**config.mk**
```make
export PLATFORM = sky130hd
export DESIGN_NAME = iecm_core
export DESIGN_NICKNAME = d
export VERILOG_FILES = /design/src/iecm_core.v /design/src/iecm_pin_drv.v
export VERILOG_INCLUDE_DIRS = /design/src /design/src/src
export SDC_FILE = /design/constraint.sdc
export NUM_CORES = 1
export LEC_CHECK = 0
export BUFFER_PORTS_ARGS = -buffer_cell sky130_fd_sc_hd__buf_4
export CAP_MARGIN = 20
export CORE_ASPECT_RATIO = 1.75
export CORE_MARGIN = 5
export CORE_UTILIZATION = 50
export DETAILED_ROUTE_END_ITERATION = 10
export GPL_ROUTABILITY_DRIVEN = 0
export GPL_TIMING_DRIVEN = 0
export HOLD_SLACK_MARGIN = 0.15
export MAX_ROUTING_LAYER = met4
export PLACE_DENSITY_LB_ADDON = 0.25
export SETUP_SLACK_MARGIN = 0.5
export SLEW_MARGIN = 20
export SYNTH_ARGS = -nofsm -noshare
export SYNTH_HDL_FRONTEND = slang
export SYNTH_HIERARCHICAL = 1
export SYNTH_SLANG_ARGS = --single-unit
```
**constraint.sdc**
```tcl
create_clock -name clk -period 4.7 [get_ports clk]
set_input_delay 0.705 -clock clk [delete_from_list [all_inputs] [get_ports clk]]
set_output_delay 0.705 -clock clk [all_outputs]
set_load 0.01 [all_outputs]
```
**src/iecm_consts.vh**
```
`ifndef IECM_CONSTS_VH
`define IECM_CONSTS_VH

// ==========================================================================
// register addresses (7-bit spi address field)
`define IECM_ADDR_STATUS     7'h01
`define IECM_ADDR_EN_PRI     7'h02
`define IECM_ADDR_EN_SEC     7'h03
`define IECM_ADDR_CLR_MGR    7'h04
`define IECM_ADDR_BEAT_IVL   7'h25

// ==========================================================================
// field positions
`define IECM_BIT_RECOV       21
`define IECM_BIT_LOFF        20
`define IECM_BIT_LON         11
`define IECM_BIT_BEAT        10
`define IECM_BIT_TICK        9
`define IECM_BIT_UNLOCK      8
`define IECM_BIT_RECOV_CLR   6
`define IECM_BIT_BEAT_CLR_HI 5
`define IECM_BIT_BEAT_CLR_LO 4
`define IECM_BIT_TICK_CLR    2
`define IECM_BIT_RATE_HI     1
`define IECM_BIT_RATE_LO     0

// ==========================================================================
// writable bits and reset values
`define IECM_EN_MASK         24'hF00F03
`define IECM_MGR_MASK        24'h000077
`define IECM_EN_RST          24'h000003
`define IECM_MGR_RST         24'h000004

// ==========================================================================
// encodings
`define IECM_DRV_HIZ         2'h0
`define IECM_DRV_PUSH        2'h1
`define IECM_DRV_OD          2'h2
`define IECM_DRV_OD_PU       2'h3
`define IECM_BEAT_CLR_STAT   2'h0
`define IECM_BEAT_CLR_IVL    2'h1
`define IECM_BEAT_CLR_SELF   2'h2

// ==========================================================================
// timing
`define IECM_CLK_KHZ         20000
`define IECM_LOFF_MS         115
`define IECM_LOFF_CYC        (`IECM_LOFF_MS * `IECM_CLK_KHZ)
`define IECM_FRAME_BITS      6'h20
`define IECM_HDR_BITS        6'h08

`endif

```
**src/iecm_core.v**
```verilog
`timescale 1ns/10ps
`include "iecm_consts.vh"

module iecm_core #(
  parameter [31:0] LOFF_CYC = `IECM_LOFF_CYC
) (
  input  wire clk,
  input  wire sys_rst,
  input  wire spi_csb_n,
  input  wire spi_sclk,
  input  wire spi_sdi,
  output reg  spi_sdo_o,
  output reg  spi_sdo_oe_n,
  input  wire recovery_engaged,
  input  wire lead_off_cond,
  input  wire lead_on_cond,
  input  wire loop_unlocked,
  input  wire beat_event,
  input  wire sample_instant,
  output wire primary_irq_pin_o,
  output wire primary_irq_pin_oe_n,
  output wire primary_irq_pin_pullup_en,
  output wire secondary_irq_pin_o,
  output wire secondary_irq_pin_oe_n,
  output wire secondary_irq_pin_pullup_en
);

  localparam [21:0] LOFF_LIM = LOFF_CYC[21:0];
  localparam [2:0]  PIN_RST  = 3'h4;

  // ========================================================================
  // pin synchronisers: three stages, change taken when stages two and three agree
  wire [2:0] pin_raw;
  wire [2:0] pin_flt;

  assign pin_raw = {spi_csb_n, spi_sclk, spi_sdi};

  genvar g;
  generate
    for (g = 0; g < 3; g = g + 1) begin : g_sync
      reg s1_q;
      reg s2_q;
      reg s3_q;
      reg flt_q;
      always @(posedge clk) begin
        if (sys_rst) begin
          s1_q  <= PIN_RST[g];
          s2_q  <= PIN_RST[g];
          s3_q  <= PIN_RST[g];
          flt_q <= PIN_RST[g];
        end else begin
          s1_q <= pin_raw[g];
          s2_q <= s1_q;
          s3_q <= s2_q;
          if (s2_q == s3_q) begin
            flt_q <= s3_q;
          end
        end
      end
      assign pin_flt[g] = flt_q;
    end
  endgenerate

  // ========================================================================
  // registers and flags
  reg  [23:0] en_pri_q;
  reg  [23:0] en_sec_q;
  reg  [23:0] mgr_q;
  reg         recov_q;
  reg         loff_q;
  reg         lon_q;
  reg         beat_q;
  reg         tick_q;
  reg         unlock_q;
  wire [5:0]  flags;
  wire [23:0] status_word;

  assign flags = {recov_q, loff_q, lon_q, beat_q, tick_q, unlock_q};
  assign status_word = {2'h0, recov_q, loff_q, 8'h00, lon_q, beat_q, tick_q, unlock_q, 8'h00};

  // enabled-flag overlap for one pin
  function irq_hit;
    input [23:0] en;
    input [5:0]  fl;
    begin
      irq_hit = |({en[23:20], en[11:8]} & {2'h0, fl});
    end
  endfunction

  // read data for an address
  function [23:0] rd_word;
    input [6:0]  addr;
    input [23:0] stat;
    input [23:0] e1;
    input [23:0] e2;
    input [23:0] mg;
    begin
      case (addr)
        `IECM_ADDR_STATUS:  rd_word = stat;
        `IECM_ADDR_EN_PRI:  rd_word = e1;
        `IECM_ADDR_EN_SEC:  rd_word = e2;
        `IECM_ADDR_CLR_MGR: rd_word = mg;
        default:            rd_word = 24'h000000;
      endcase
    end
  endfunction

  // ========================================================================
  // spi slave: 7 address bits, read bit, 24 data bits, msb first
  wire        csb_n;
  wire        sclk;
  wire        sdi;
  reg         sclk_d_q;
  reg  [5:0]  bit_q;
  reg  [31:0] shin_q;
  reg  [23:0] shout_q;
  reg  [6:0]  addr_q;
  reg         rd_q;
  wire        rise;
  wire        fall;
  wire        frame_end;
  wire [23:0] wdata;
  wire        status_read;
  wire        ivl_read;

  assign csb_n       = pin_flt[2];
  assign sclk        = pin_flt[1];
  assign sdi         = pin_flt[0];
  assign rise        = ~csb_n & sclk & ~sclk_d_q;
  assign fall        = ~csb_n & ~sclk & sclk_d_q;
  assign frame_end   = rise & (bit_q == (`IECM_FRAME_BITS - 6'h01));
  assign wdata       = {shin_q[22:0], sdi};
  assign status_read = frame_end & rd_q & (addr_q == `IECM_ADDR_STATUS);
  assign ivl_read    = frame_end & rd_q & (addr_q == `IECM_ADDR_BEAT_IVL);

  always @(posedge clk) begin
    if (sys_rst) begin
      sclk_d_q     <= 1'b0;
      bit_q        <= 6'h00;
      shin_q       <= 32'h00000000;
      shout_q      <= 24'h000000;
      addr_q       <= 7'h00;
      rd_q         <= 1'b0;
      spi_sdo_o    <= 1'b0;
      spi_sdo_oe_n <= 1'b1;
    end else begin
      sclk_d_q <= sclk;
      if (csb_n) begin
        bit_q        <= 6'h00;
        rd_q         <= 1'b0;
        spi_sdo_oe_n <= 1'b1;
      end else begin
        if (rise && bit_q != `IECM_FRAME_BITS) begin
          shin_q <= {shin_q[30:0], sdi};
          bit_q  <= bit_q + 6'h01;
          if (bit_q == (`IECM_HDR_BITS - 6'h01)) begin
            addr_q  <= shin_q[6:0];
            rd_q    <= sdi;
            shout_q <= rd_word(shin_q[6:0], status_word, en_pri_q, en_sec_q, mgr_q);
          end
        end
        if (fall && rd_q && bit_q >= `IECM_HDR_BITS && bit_q != `IECM_FRAME_BITS) begin
          spi_sdo_o    <= shout_q[23];
          spi_sdo_oe_n <= 1'b0;
          shout_q      <= {shout_q[22:0], 1'b0};
        end
      end
    end
  end

  // ========================================================================
  // register writes at the 32nd clock edge
  always @(posedge clk) begin
    if (sys_rst) begin
      en_pri_q <= `IECM_EN_RST;
      en_sec_q <= `IECM_EN_RST;
      mgr_q    <= `IECM_MGR_RST;
    end else if (frame_end && !rd_q) begin
      case (addr_q)
        `IECM_ADDR_EN_PRI:  en_pri_q <= wdata & `IECM_EN_MASK;
        `IECM_ADDR_EN_SEC:  en_sec_q <= wdata & `IECM_EN_MASK;
        `IECM_ADDR_CLR_MGR: mgr_q    <= wdata & `IECM_MGR_MASK;
        default: begin
        end
      endcase
    end
  end

  // ========================================================================
  // data-rate period measurement and tick divider
  reg  [23:0] per_cnt_q;
  reg  [23:0] per_q;
  reg  [3:0]  div_q;
  reg  [21:0] tick_age_q;
  wire [21:0] quarter;
  wire [21:0] quarter_min;
  wire [1:0]  rate;
  reg         rate_hit;
  wire        tick_set;

  assign quarter     = per_q[23:2];
  assign quarter_min = (quarter == 22'h000000) ? 22'h000001 : quarter;
  assign rate        = mgr_q[`IECM_BIT_RATE_HI:`IECM_BIT_RATE_LO];

  always @* begin
    case (rate)
      2'h0:    rate_hit = 1'b1;
      2'h1:    rate_hit = (div_q[0] == 1'b0);
      2'h2:    rate_hit = (div_q[1:0] == 2'h0);
      default: rate_hit = (div_q == 4'h0);
    endcase
  end

  assign tick_set = sample_instant & rate_hit;

  always @(posedge clk) begin
    if (sys_rst) begin
      per_cnt_q <= 24'h000000;
      per_q     <= 24'h000000;
      div_q     <= 4'h0;
    end else if (sample_instant) begin
      per_cnt_q <= 24'h000001;
      per_q     <= per_cnt_q;
      div_q     <= div_q + 4'h1;
    end else if (per_cnt_q != 24'hFFFFFF) begin
      per_cnt_q <= per_cnt_q + 24'h000001;
    end
  end

  // ========================================================================
  // lead-off qualification timer
  reg [21:0] loff_cnt_q;
  wire       loff_qual;

  assign loff_qual = lead_off_cond & (loff_cnt_q == LOFF_LIM);

  always @(posedge clk) begin
    if (sys_rst || !lead_off_cond) begin
      loff_cnt_q <= 22'h000000;
    end else if (loff_cnt_q != LOFF_LIM) begin
      loff_cnt_q <= loff_cnt_q + 22'h000001;
    end
  end

  // ========================================================================
  // status flags; a set in the same cycle as a clear wins
  reg        recov_d_q;
  reg        beat_arm_q;
  wire [1:0] beat_mode;
  wire       recov_rise;
  wire       beat_clr;
  wire       tick_clr;

  assign beat_mode  = mgr_q[`IECM_BIT_BEAT_CLR_HI:`IECM_BIT_BEAT_CLR_LO];
  assign recov_rise = recovery_engaged & ~recov_d_q;
  assign beat_clr   = (beat_mode == `IECM_BEAT_CLR_IVL)  ? ivl_read :
                      (beat_mode == `IECM_BEAT_CLR_SELF) ? (sample_instant & beat_arm_q) :
                      status_read;
  assign tick_clr   = mgr_q[`IECM_BIT_TICK_CLR] ? (tick_age_q >= quarter_min) :
                      status_read;

  always @(posedge clk) begin
    if (sys_rst) begin
      recov_d_q  <= 1'b0;
      recov_q    <= 1'b0;
      loff_q     <= 1'b0;
      lon_q      <= 1'b0;
      beat_q     <= 1'b0;
      beat_arm_q <= 1'b0;
      tick_q     <= 1'b0;
      tick_age_q <= 22'h000000;
      unlock_q   <= 1'b0;
    end else begin
      recov_d_q <= recovery_engaged;
      if (mgr_q[`IECM_BIT_RECOV_CLR]) begin
        recov_q <= recov_rise | (recov_q & ~status_read);
      end else begin
        recov_q <= recovery_engaged | (recov_q & ~status_read);
      end
      loff_q   <= loff_qual | (loff_q & ~status_read);
      lon_q    <= lead_on_cond | (lon_q & ~status_read);
      unlock_q <= loop_unlocked | (unlock_q & ~status_read);
      beat_q   <= beat_event | (beat_q & ~beat_clr);
      if (beat_event) begin
        beat_arm_q <= 1'b0;
      end else if (beat_q && sample_instant) begin
        beat_arm_q <= ~beat_arm_q;
      end
      tick_q <= tick_set | (tick_q & ~tick_clr);
      if (tick_set || !tick_q) begin
        tick_age_q <= 22'h000000;
      end else begin
        tick_age_q <= tick_age_q + 22'h000001;
      end
    end
  end

  // ========================================================================
  // interrupt pin drivers
  iecm_pin_drv u_pri (
    .clk       (clk),
    .sys_rst   (sys_rst),
    .drv_type  (en_pri_q[1:0]),
    .irq_req   (irq_hit(en_pri_q, flags)),
    .pin_o     (primary_irq_pin_o),
    .pin_oe_n  (primary_irq_pin_oe_n),
    .pullup_en (primary_irq_pin_pullup_en)
  );

  iecm_pin_drv u_sec (
    .clk       (clk),
    .sys_rst   (sys_rst),
    .drv_type  (en_sec_q[1:0]),
    .irq_req   (irq_hit(en_sec_q, flags)),
    .pin_o     (secondary_irq_pin_o),
    .pin_oe_n  (secondary_irq_pin_oe_n),
    .pullup_en (secondary_irq_pin_pullup_en)
  );

endmodule

```
**src/iecm_pin_drv.v**
```verilog
`timescale 1ns/10ps
`include "iecm_consts.vh"

// ==========================================================================
// active-low interrupt pin driver with selectable driver type
module iecm_pin_drv (
  input  wire       clk,
  input  wire       sys_rst,
  input  wire [1:0] drv_type,
  input  wire       irq_req,
  output reg        pin_o,
  output reg        pin_oe_n,
  output reg        pullup_en
);

  always @(posedge clk) begin
    if (sys_rst) begin
      pin_o     <= 1'b0;
      pin_oe_n  <= 1'b1;
      pullup_en <= 1'b1;
    end else begin
      pullup_en <= (drv_type == `IECM_DRV_OD_PU);
      case (drv_type)
        `IECM_DRV_PUSH: begin
          pin_o    <= ~irq_req;
          pin_oe_n <= 1'b0;
        end
        `IECM_DRV_OD, `IECM_DRV_OD_PU: begin
          pin_o    <= 1'b0;
          pin_oe_n <= ~irq_req;
        end
        default: begin
          pin_o    <= 1'b0;
          pin_oe_n <= 1'b1;
        end
      endcase
    end
  end

endmodule
```
==> results.yml, run 1 <==
run_status:
  status: "completed"
clock_tree:
  cts-root-buf: "clkbuf_16"
  cts_resized: 0
  worstSkewPairLatency_ns: 0.50
  cts_setup_buffers: 0
  cts_hold_buf: 0
  numClockSinks: 210
  clk_path_buf_depth: 3
  numCtsBuffers: 20
  tritoncts: "built"
  clk_pin_slew_ns: 0.07
  cts_max_level: 1
sta:
  finalSetupViolations: 0
  fin_skew_ns: 0.00718
  period_needed_ns: 2.59
  slew_headroom_pct: 49.3
  drv_slew: 0
  finalCritPeriodShare_pct: 55.0
  fmax_ghz: 0.387
  finalHoldViolCount: 0
  tns_ns: 0
  rsz0062_at_grt: "false"
  worst_pin_slew_ns: 0.761
synth:
  synth_xor_area_share_pct: 6.24
  synth.cell_area_um2: 9120
  seq_area_frac_synth_pct: 46.1
  synth-async-reset-ratio_pct: 0
  synth.distinct_cells: 59
  synth.avg_cell_area_um2: 8.90
  yosys_warnings: 6
  synth-edff-count: 0
  synth_ff_type: "dfxtp_1"
  synth_area_leaders: "dfxtp_1 (46%), nor2_1 (7.0%), mux2i_1 (6.0%)"
  synth_compound_area_share_pct: 9.56
  synth_cells: 1025
  synth-seq-cells: 210
  synthMuxAreaShare_pct: 7.02
  synth-simple-area-share_pct: 23.3
  postSynthNetCount: 1066
  synth_top_family_by_area: "simple AND/OR/NAND/NOR gates"
  yosys.area_share.adder_pct: 4.12
  synth_largest_area_cell: "dfxtp_1"
  synth_top_cell_area_share_pct: 46.1
global_route:
  grt_max_degree: 16
  grt_pass1_wl_um: 34600
  first_global_vias: 7103
  antenna_found_initial: 0
  overflow: 0
  grt_use_total_pct: 20.1
placed_design:
  dp.final_hpwl_um: 15100
  placed_area_um2: 9550
  placed_cells: 1277
  io_buffer_count: 18
critical_path:
  required_ns: 5.10
  end_kind: "flip-flop"
  r2r-start: "per_q[18]"
  cp.arrival_ns: 2.99
  cp_max_fo: 3
  critPathMostFrequentCell: "nand4_1"
  crit_chain: "nor4_1, nand4_1, o41ai_1, ha_1, nand2b_1, a21oi_1, o221ai_1, nand4b_1, nand4_1, a211oi_1"
  crit_type: "reg2reg"
  slowest_stage: "o41ai_1"
  cp-start-kind: "flip-flop"
  max_stage_delay_ns: 0.45
  critPathLaunch: "per_q[18]"
final_layout:
  layout.cells.non_filler: 1313
  drive_gt1_share_pct: 8.16
  area_growth_pct: 12.4
  stdcell_area_um2: 10200
  final_cell_mix: "dfxtp_1 (210), nor2_1 (171), nand2_1 (96)"
  final_common_cell: "dfxtp_1"
  fin_util_pct: 57.0
  antenna_cells: 0
  layout.nets: 1106
detailed_routing:
  vias: 7054
  drc: 0
  drt_first_iter_violations: 389
  wl_per_cell_um: 15.6
  firstDrtPassIters: 4
  vias_per_cell: 5.37
  drt-total-wl_um: 20500
  ant_nets: 0
floorplan:
  die_h_um: 189
  die_area_um2: 21200
  dieWidth_um: 112
  core_um2: 18000
  row_count: 65
  start_util_pct: 50.7
  io_pins: 19
pwr:
  power.leakage_nw: 3.67
  powerDensity_nw_per_um2: 352
  intPower_w: 0.00286
  power_frac_seq_pct: 49.9
  power_switching_share_pct: 20.8
  clkPwrFrac_pct: 47.8
  power_w: 0.00361
  switchingPower_w: 0.000753
  combPwrFrac_pct: 2.3
  peakVddDrop_uv: 287
flow_run:
  maxCapViolCount: 0
min_path:
  hold_class: "in2reg"
  hold_path_startpoint: "spi_csb_n"
## metal layers
metal  vias up  wire length (um)  track usage, %
met5         -                 0               -
met4         0               845            8.75
met3        47               508            2.35
met2        90             11300            37.8
met1      3322              7810            20.5
li1       3595                 -               -
## through the flow
| step | hold WS (ns) | setup slack, ns |
|---|---|---|
| final | 0.390 | 2.11 |
| after global routing | 0.379 | 1.87 |
| after detailed placement | 0.402 | 2.09 |
| after CTS | 0.377 | 2.06 |
| after global placement | 0.393 | 2.10 |
| after floorplan | 0.389 | 2.70 |
## cell usage after synthesis, types with 3 or more instances
library cell  count
a211o_1           4
a211oi_1          6
a21o_1            3
a21oi_1          50
a221oi_1          9
a22o_1            6
a22oi_1          19
and2_1            6
and3_1           13
and4_1            5
buf_1             3
buf_2             7
clkbuf_1         34
dfxtp_1         210
ha_1             30
inv_1            40
mux2_2            8
mux2i_1          55
nand2_1          96
nand2b_1          3
nand3_1          30
nand3b_1          4
nand4_1          23
nor2_1          171
nor2b_1          20
nor3_1           23
nor3_2            3
nor3b_1           3
nor4_1           12
o21ai_0          18
or2_2             5
or3_1             7
xnor2_1          24
xor2_1           41
## power by group through the flow
stage	clock (W)	combinational, W	sequential [W]
CTS	0.00176	0.0000864	0.00180
detailed placement	0	0.0000857	0.00184
global placement	0	0.0000847	0.00184
global route	0.00183	0.0000943	0.00180
floorplan	0	0.0000549	0.00184
finish	0.00173	0.0000846	0.00180
## flip-flops by register name, indices dropped and copies added (netlist names), 2 cells and up
| name | cells |
|---|---|
| shout_q | 24 |
| div_q | 4 |
| bit_q | 6 |
| mgr_q | 6 |
| g_sync.flt_q | 2 |
| en_sec_q | 10 |
| per_q | 22 |
| per_cnt_q | 24 |
| shin_q | 23 |
| loff_cnt_q | 22 |
| en_pri_q | 10 |
| addr_q | 7 |
| g_sync.s2_q | 3 |
| tick_age_q | 22 |
| g_sync.s1_q | 3 |
| g_sync.s3_q | 3 |
## layout make-up
type	count	area, um^2
Multi-Input combinational cell	729	4580
Fill cell	1684	7720
Inverter	40	150
Buffer	46	189
Clock inverter	12	163
Tap cell	234	293
Clock buffer	24	537
Timing Repair Buffer	18	135
Sequential cell	210	4200
## worst max-delay path: cells and delay by family (launching register included)
kind,cells,cell delay (ns)
simple gates,5,0.83
flops,1,0.33
compound gates,4,1.00
fa+ha+maj,1,0.33
## worst paths after layout
path / end / slack [ns] / cells after the start
max: tick_q / 2.11 / 10
min: g_sync[2].s1_q / 0.39 / 2
max reg2reg: tick_q / 2.11 / 10
min reg2reg: g_sync[2].s2_q / 0.42 / 1
## logic make-up (layout without fill, tap and decap cells)
group           Yosys count  count (layout)
fa+ha+maj                30              30
simple gates            438             438
xor+xnor                 65              65
compound gates          133             133
mux                      63              63
buf+inv                  86             140
flops                   210             210
No activity file was read; power rests on OpenSTA's default activity.
==> inputs of run 2 (changes only) <==
- clock period: 4.7 -> 2.37 ns (I/O delays scaled with it)
==> run 2 against run 1 <==
  * Die area is the same
  * Design area increased by 19%
  * Sequential share of layout area down 6.3 points
  * Cell count up 5.9%
  * Routed wire length grew 32%
  * Global-route usage grew 3.9 points
  * Sequential power rose by 98%
  * Clock power is 98% higher
  * Clock-buffer cell count is 1 higher
==> results.yml, run 2 (synthesis results as in run 1) <==
placed_design:
  dp_slack_ns: -0.115
  dp.final_hpwl_um: 15200
  placed_cells: 1277
  io_buffer_count: 18
detailed_routing:
  vias_per_cell: 5.73
  firstDrtPassIters: 6
  drt_first_iter_violations: 382
  drc: 0
  ant_nets: 0
  vias: 7972
  wl_per_cell_um: 19.5
  drt-total-wl_um: 27100
global_route:
  grt_use_total_pct: 24.0
  overflow: 0
  first_global_vias: 8051
  grt_max_degree: 16
  grt_pass1_wl_um: 40500
  antenna_found_initial: 0
final_layout:
  largestRegisters: "per_cnt_q: 24 flops, shout_q: 24 flops, shin_q: 23 flops"
  final_cell_mix: "dfxtp_1 (184), nor2_1 (165), nand2_1 (65)"
  antenna_cells: 0
  area_growth_pct: 34.3
  layout.nets: 1185
  drive_gt1_share_pct: 28.2
  layout.cells.non_filler: 1391
  final_common_cell: "dfxtp_1"
clock_tree:
  tritoncts: "built"
  numCtsBuffers: 20
  worstSkewPairLatency_ns: 0.51
  clk_pin_slew_ns: 0.07
  clk_path_buf_depth: 3
  numClockSinks: 210
  cts_max_level: 1
  cts-root-buf: "clkbuf_16"
sta:
  worst_slack_ns: 0.0696
  finalSetupViolations: 0
  rsz0062_at_grt: "true"
  fmax_ghz: 0.435
  tns_ns: 0
  period_needed_ns: 2.30
  finalCritPeriodShare_pct: 97.1
  worst_pin_slew_ns: 0.841
  finalHoldViolCount: 0
  slew_headroom_pct: 43.9
  drv_slew: 0
  fin_skew_ns: 0.0173
flow_run:
  maxCapViolCount: 0
floorplan:
  die_area_um2: 21200
  die_h_um: 189
  start_util_pct: 50.7
  row_count: 65
  io_pins: 19
  core_um2: 18000
  dieWidth_um: 112
critical_path:
  end_kind: "flip-flop"
  cp-start-kind: "flip-flop"
  cp.arrival_ns: 2.71
  crit_type: "reg2reg"
  required_ns: 2.78
  cp_max_fo: 3
pwr:
  power.leakage_nw: 4.81
  powerDensity_nw_per_um2: 587
  peakVddDrop_uv: 636
  power_w: 0.00719
min_path:
  hold_class: "in2reg"
run_status:
  status: "completed"
-- run 2: area by class of cell --
cell class / count / area [um^2]
Clock inverter: 10 / 133
Clock buffer: 25 / 561
Tap cell: 234 / 293
Timing Repair Buffer: 97 / 1030
Sequential cell: 210 / 4250
Multi-Input combinational cell: 729 / 5420
Fill cell: 1294 / 5730
Inverter: 40 / 150
Buffer: 46 / 404
-- run 2: layer usage --
layer	vias to the layer above	track usage, %	wire (um)
met3	141	3.44	1130
met4	0	15.6	2110
met2	237	43.9	14500
met1	3833	23.0	9310
li1	3761	-	-
met5	-	-	0
-- run 2: report_power, final --
part	switching [W]	internal, W
clock	0.00141	0.00201
combinational	0.000125	0.0000763
sequential	0.0000254	0.00355
-- run 2: final timing paths --
| check | from | endpoint | slack, ns | cells after the start |
|---|---|---|---|---|
| min | lead_off_cond | loff_cnt_q[2] | 0.24 | 3 |
| max reg2reg | per_q[22] | tick_q | 0.07 | 10 |
| max | per_q[22] | tick_q | 0.07 | 10 |
| min reg2reg | g_sync[2].s1_q | g_sync[2].s2_q | 0.43 | 1 |
-- run 2: repair_timing --
item | 4_1_cts | 5_1_grt
pin swaps | 61 | 43
cloned | 7 | 2
endpoints found under the hold margin | 11 | 0
buffers inserted | 44 | 17
setup endpoints to repair | 127 | 118
gates resized for setup | 212 | 98
hold buffers | 9 | 0
-- run 2: metrics by stage --
step	hold WS [ns]	cell area [um^2]	utilization, %
detailed placement	0.405	9620	53.5
floorplan	0.389	9190	-
global route	0.235	12200	68.1
finish	0.236	12200	68.1
CTS	0.213	11700	65.0
global placement	0.393	9620	53.5
-- run 2: critical path, cell delays in order (launching register included) --
cell and delay, ns:
dfxtp_1 0.35, nor4_1 0.27, nand4_1 0.18, o41ai_4 0.28, ha_1 0.30, nand2b_4 0.15, a21oi_4 0.13, o221ai_2 0.10
nand4b_1 0.13, nand4_1 0.12, a211oi_2 0.18
==> inputs of run 3 (changes only) <==
- CORE_ASPECT_RATIO: 1.75 -> 1.2
==> run 3 against run 2 <==
  * Cell count shrank 0.50%
  * Utilization grew 0.37 points
  * Critical endpoint unchanged
  * Hold slack lost 0.054 ns
==> results.yml, run 3 (synthesis results as in run 1) <==
critical_path:
  crit_type: "reg2reg"
  cp_max_fo: 2
  cp-start-kind: "flip-flop"
  crit_chain: "nor4_4, nand4_1, o41ai_2, ha_1, nand2b_1, a21oi_2, o221ai_1, nand4b_1, nand4_1, a211oi_2"
  r2r_setup_slack_ns: 0.07
  rr_worst_depth: 10
  r2r-start: "per_q[5]"
  slowest_stage: "dfxtp_4"
  critPathMostFrequentCell: "nand4_1"
  required_ns: 2.79
  max_stage_delay_ns: 0.36
  critical_path_buf_inv_count: 0
  r2r_end: "tick_q"
  path_delay_family: "simple AND/OR/NAND/NOR gates"
  end_kind: "flip-flop"
  cp.arrival_ns: 2.72
clock_tree:
  clk_path_buf_depth: 3
  clk_pin_slew_ns: 0.06
  numCtsBuffers: 22
  numClockSinks: 210
  worstSkewPairLatency_ns: 0.52
  cts_max_level: 1
  tritoncts: "built"
  cts-root-buf: "clkbuf_16"
pwr:
  powerDensity_nw_per_um2: 621
  power_frac_seq_pct: 46.5
  power_switching_share_pct: 20.6
  clkPwrFrac_pct: 51.0
  combPwrFrac_pct: 2.5
  switchingPower_w: 0.00158
  power.leakage_nw: 4.82
  intPower_w: 0.00610
  peakVddDrop_uv: 472
sta:
  fin_hold_ws_ns: 0.182
  finalSetupViolations: 0
  fmax_ghz: 0.435
  finalHoldViolCount: 0
  drv_slew: 0
  finalCritPeriodShare_pct: 97.0
  period_needed_ns: 2.30
  worst_pin_slew_ns: 0.852
  worst_slack_ns: 0.0705
  slew_headroom_pct: 43.2
  rsz0062_at_grt: "true"
  fin_skew_ns: 0.0195
flow_run:
  maxCapViolCount: 0
floorplan:
  die_area_um2: 21100
  core_um2: 18000
  row_count: 54
  io_pins: 19
  dieWidth_um: 133
  die_h_um: 158
  start_util_pct: 50.6
global_route:
  antenna_found_initial: 0
  grt_use_total_pct: 22.8
  grt_max_degree: 15
  grt_pass1_wl_um: 38600
  first_global_vias: 7727
  overflow: 0
final_layout:
  area_growth_pct: 35.5
  largestRegisters: "per_cnt_q: 24 flops, shout_q: 24 flops, shin_q: 23 flops"
  final_common_cell: "dfxtp_1"
  final_cell_mix: "dfxtp_1 (181), nor2_1 (166), nand2_1 (65)"
  layout.nets: 1187
  drive_gt1_share_pct: 28.6
  num-fill-cells: 1325
  layout.cells.non_filler: 1384
  antenna_cells: 0
  fin_util_pct: 68.5
min_path:
  hold_class: "in2reg"
  hold_depth: 3
  hold_path_startpoint: "lead_off_cond"
  holdPathEnd: "loff_cnt_q[2]"
run_status:
  status: "completed"
placed_design:
  placed_cells: 1267
  dp_slack_ns: -0.0373
  dp.final_hpwl_um: 14200
  io_buffer_count: 18
detailed_routing:
  drt_first_iter_violations: 506
  wl_per_cell_um: 18.6
  firstDrtPassIters: 5
  drc: 0
  vias: 7905
  vias_per_cell: 5.71
  drt-total-wl_um: 25700
  ant_nets: 0
-- run 3: changes by cell type in the layout (fill, tap and decap cells not counted), moves of 3 or more --
cell       before  now
dfxtp_4         5    8
dfxtp_1       184  181
buf_6          32   36
nand2_4        24   19
bufinv_16       3    6
nand2_2         7   11
clkbuf_16      25   29
-- run 3: area by class of cell --
class	instances	area, um^2	share of cell area (%)
Multi-Input combinational cell	729	5430	43.9
Clock buffer	28	614	4.97
Buffer	46	405	3.28
Timing Repair Buffer	97	1010	8.16
Sequential cell	210	4260	34.5
Clock inverter	10	205	1.66
Tap cell	224	280	2.27
Inverter	40	153	1.24
-- run 3: how the worst max path moves through the flow --
stage | startpoint | end | depth (start not counted)
after floorplan | per_q[23] | tick_q | 10
after global placement | per_q[18] | tick_q | 10
after detailed placement | per_q[3] | tick_q | 10
after CTS | per_q[21] | tick_q | 10
after global routing | per_q[5] | tick_q | 10
final | per_q[5] | tick_q | 10
-- run 3: power by group through the flow --
stage	sequential (W)	combinational, W	clock [W]
after CTS	0.00357	0.000184	0.00395
after detailed placement	0.00365	0.000167	0
final	0.00357	0.000193	0.00392
after floorplan	0.00365	0.000109	0
after global placement	0.00365	0.000166	0
after global routing	0.00357	0.000210	0.00412
-- run 3: what timing repair did --
action                                  CTS  global route
pin swaps                                68            55
buffers inserted                         43            20
endpoints found under the hold margin    14             0
endpoints found under the setup margin  122           126
resized for setup                       181           132
hold buffers                              8             0
gates cloned                              5             3
-- run 3: worst register-to-register path: cells and delay by family, from the launching register on --
kind,cells,cell delay [ns]
and+or+nand+nor,5,0.85
adders and majority gates,1,0.29
AOI/OAI and AO/OA,4,0.73
DFF,1,0.36
-- run 3: layer usage --
| layer | GRT usage, % | vias to the layer above | part of all wire (%) |
|---|---|---|---|
| met1 | 24.5 | 3822 | 38 |
| met3 | 3.27 | 103 | 3.9 |
| li1 | - | 3763 | - |
| met5 | - | - | 0 |
| met2 | 41.6 | 217 | 52 |
| met4 | 10.8 | 0 | 5.8 |
-- run 3: through the flow --
stage	setup TNS (ns)	instance area, um^2	total power, W
floorplan	0	9190	0.00375
global placement	0	9600	0.00382
detailed placement	-0.0373	9600	0.00382
finish	0	12400	0.00768
global route	-0.108	12400	0.00790
CTS	-0.0973	11600	0.00770
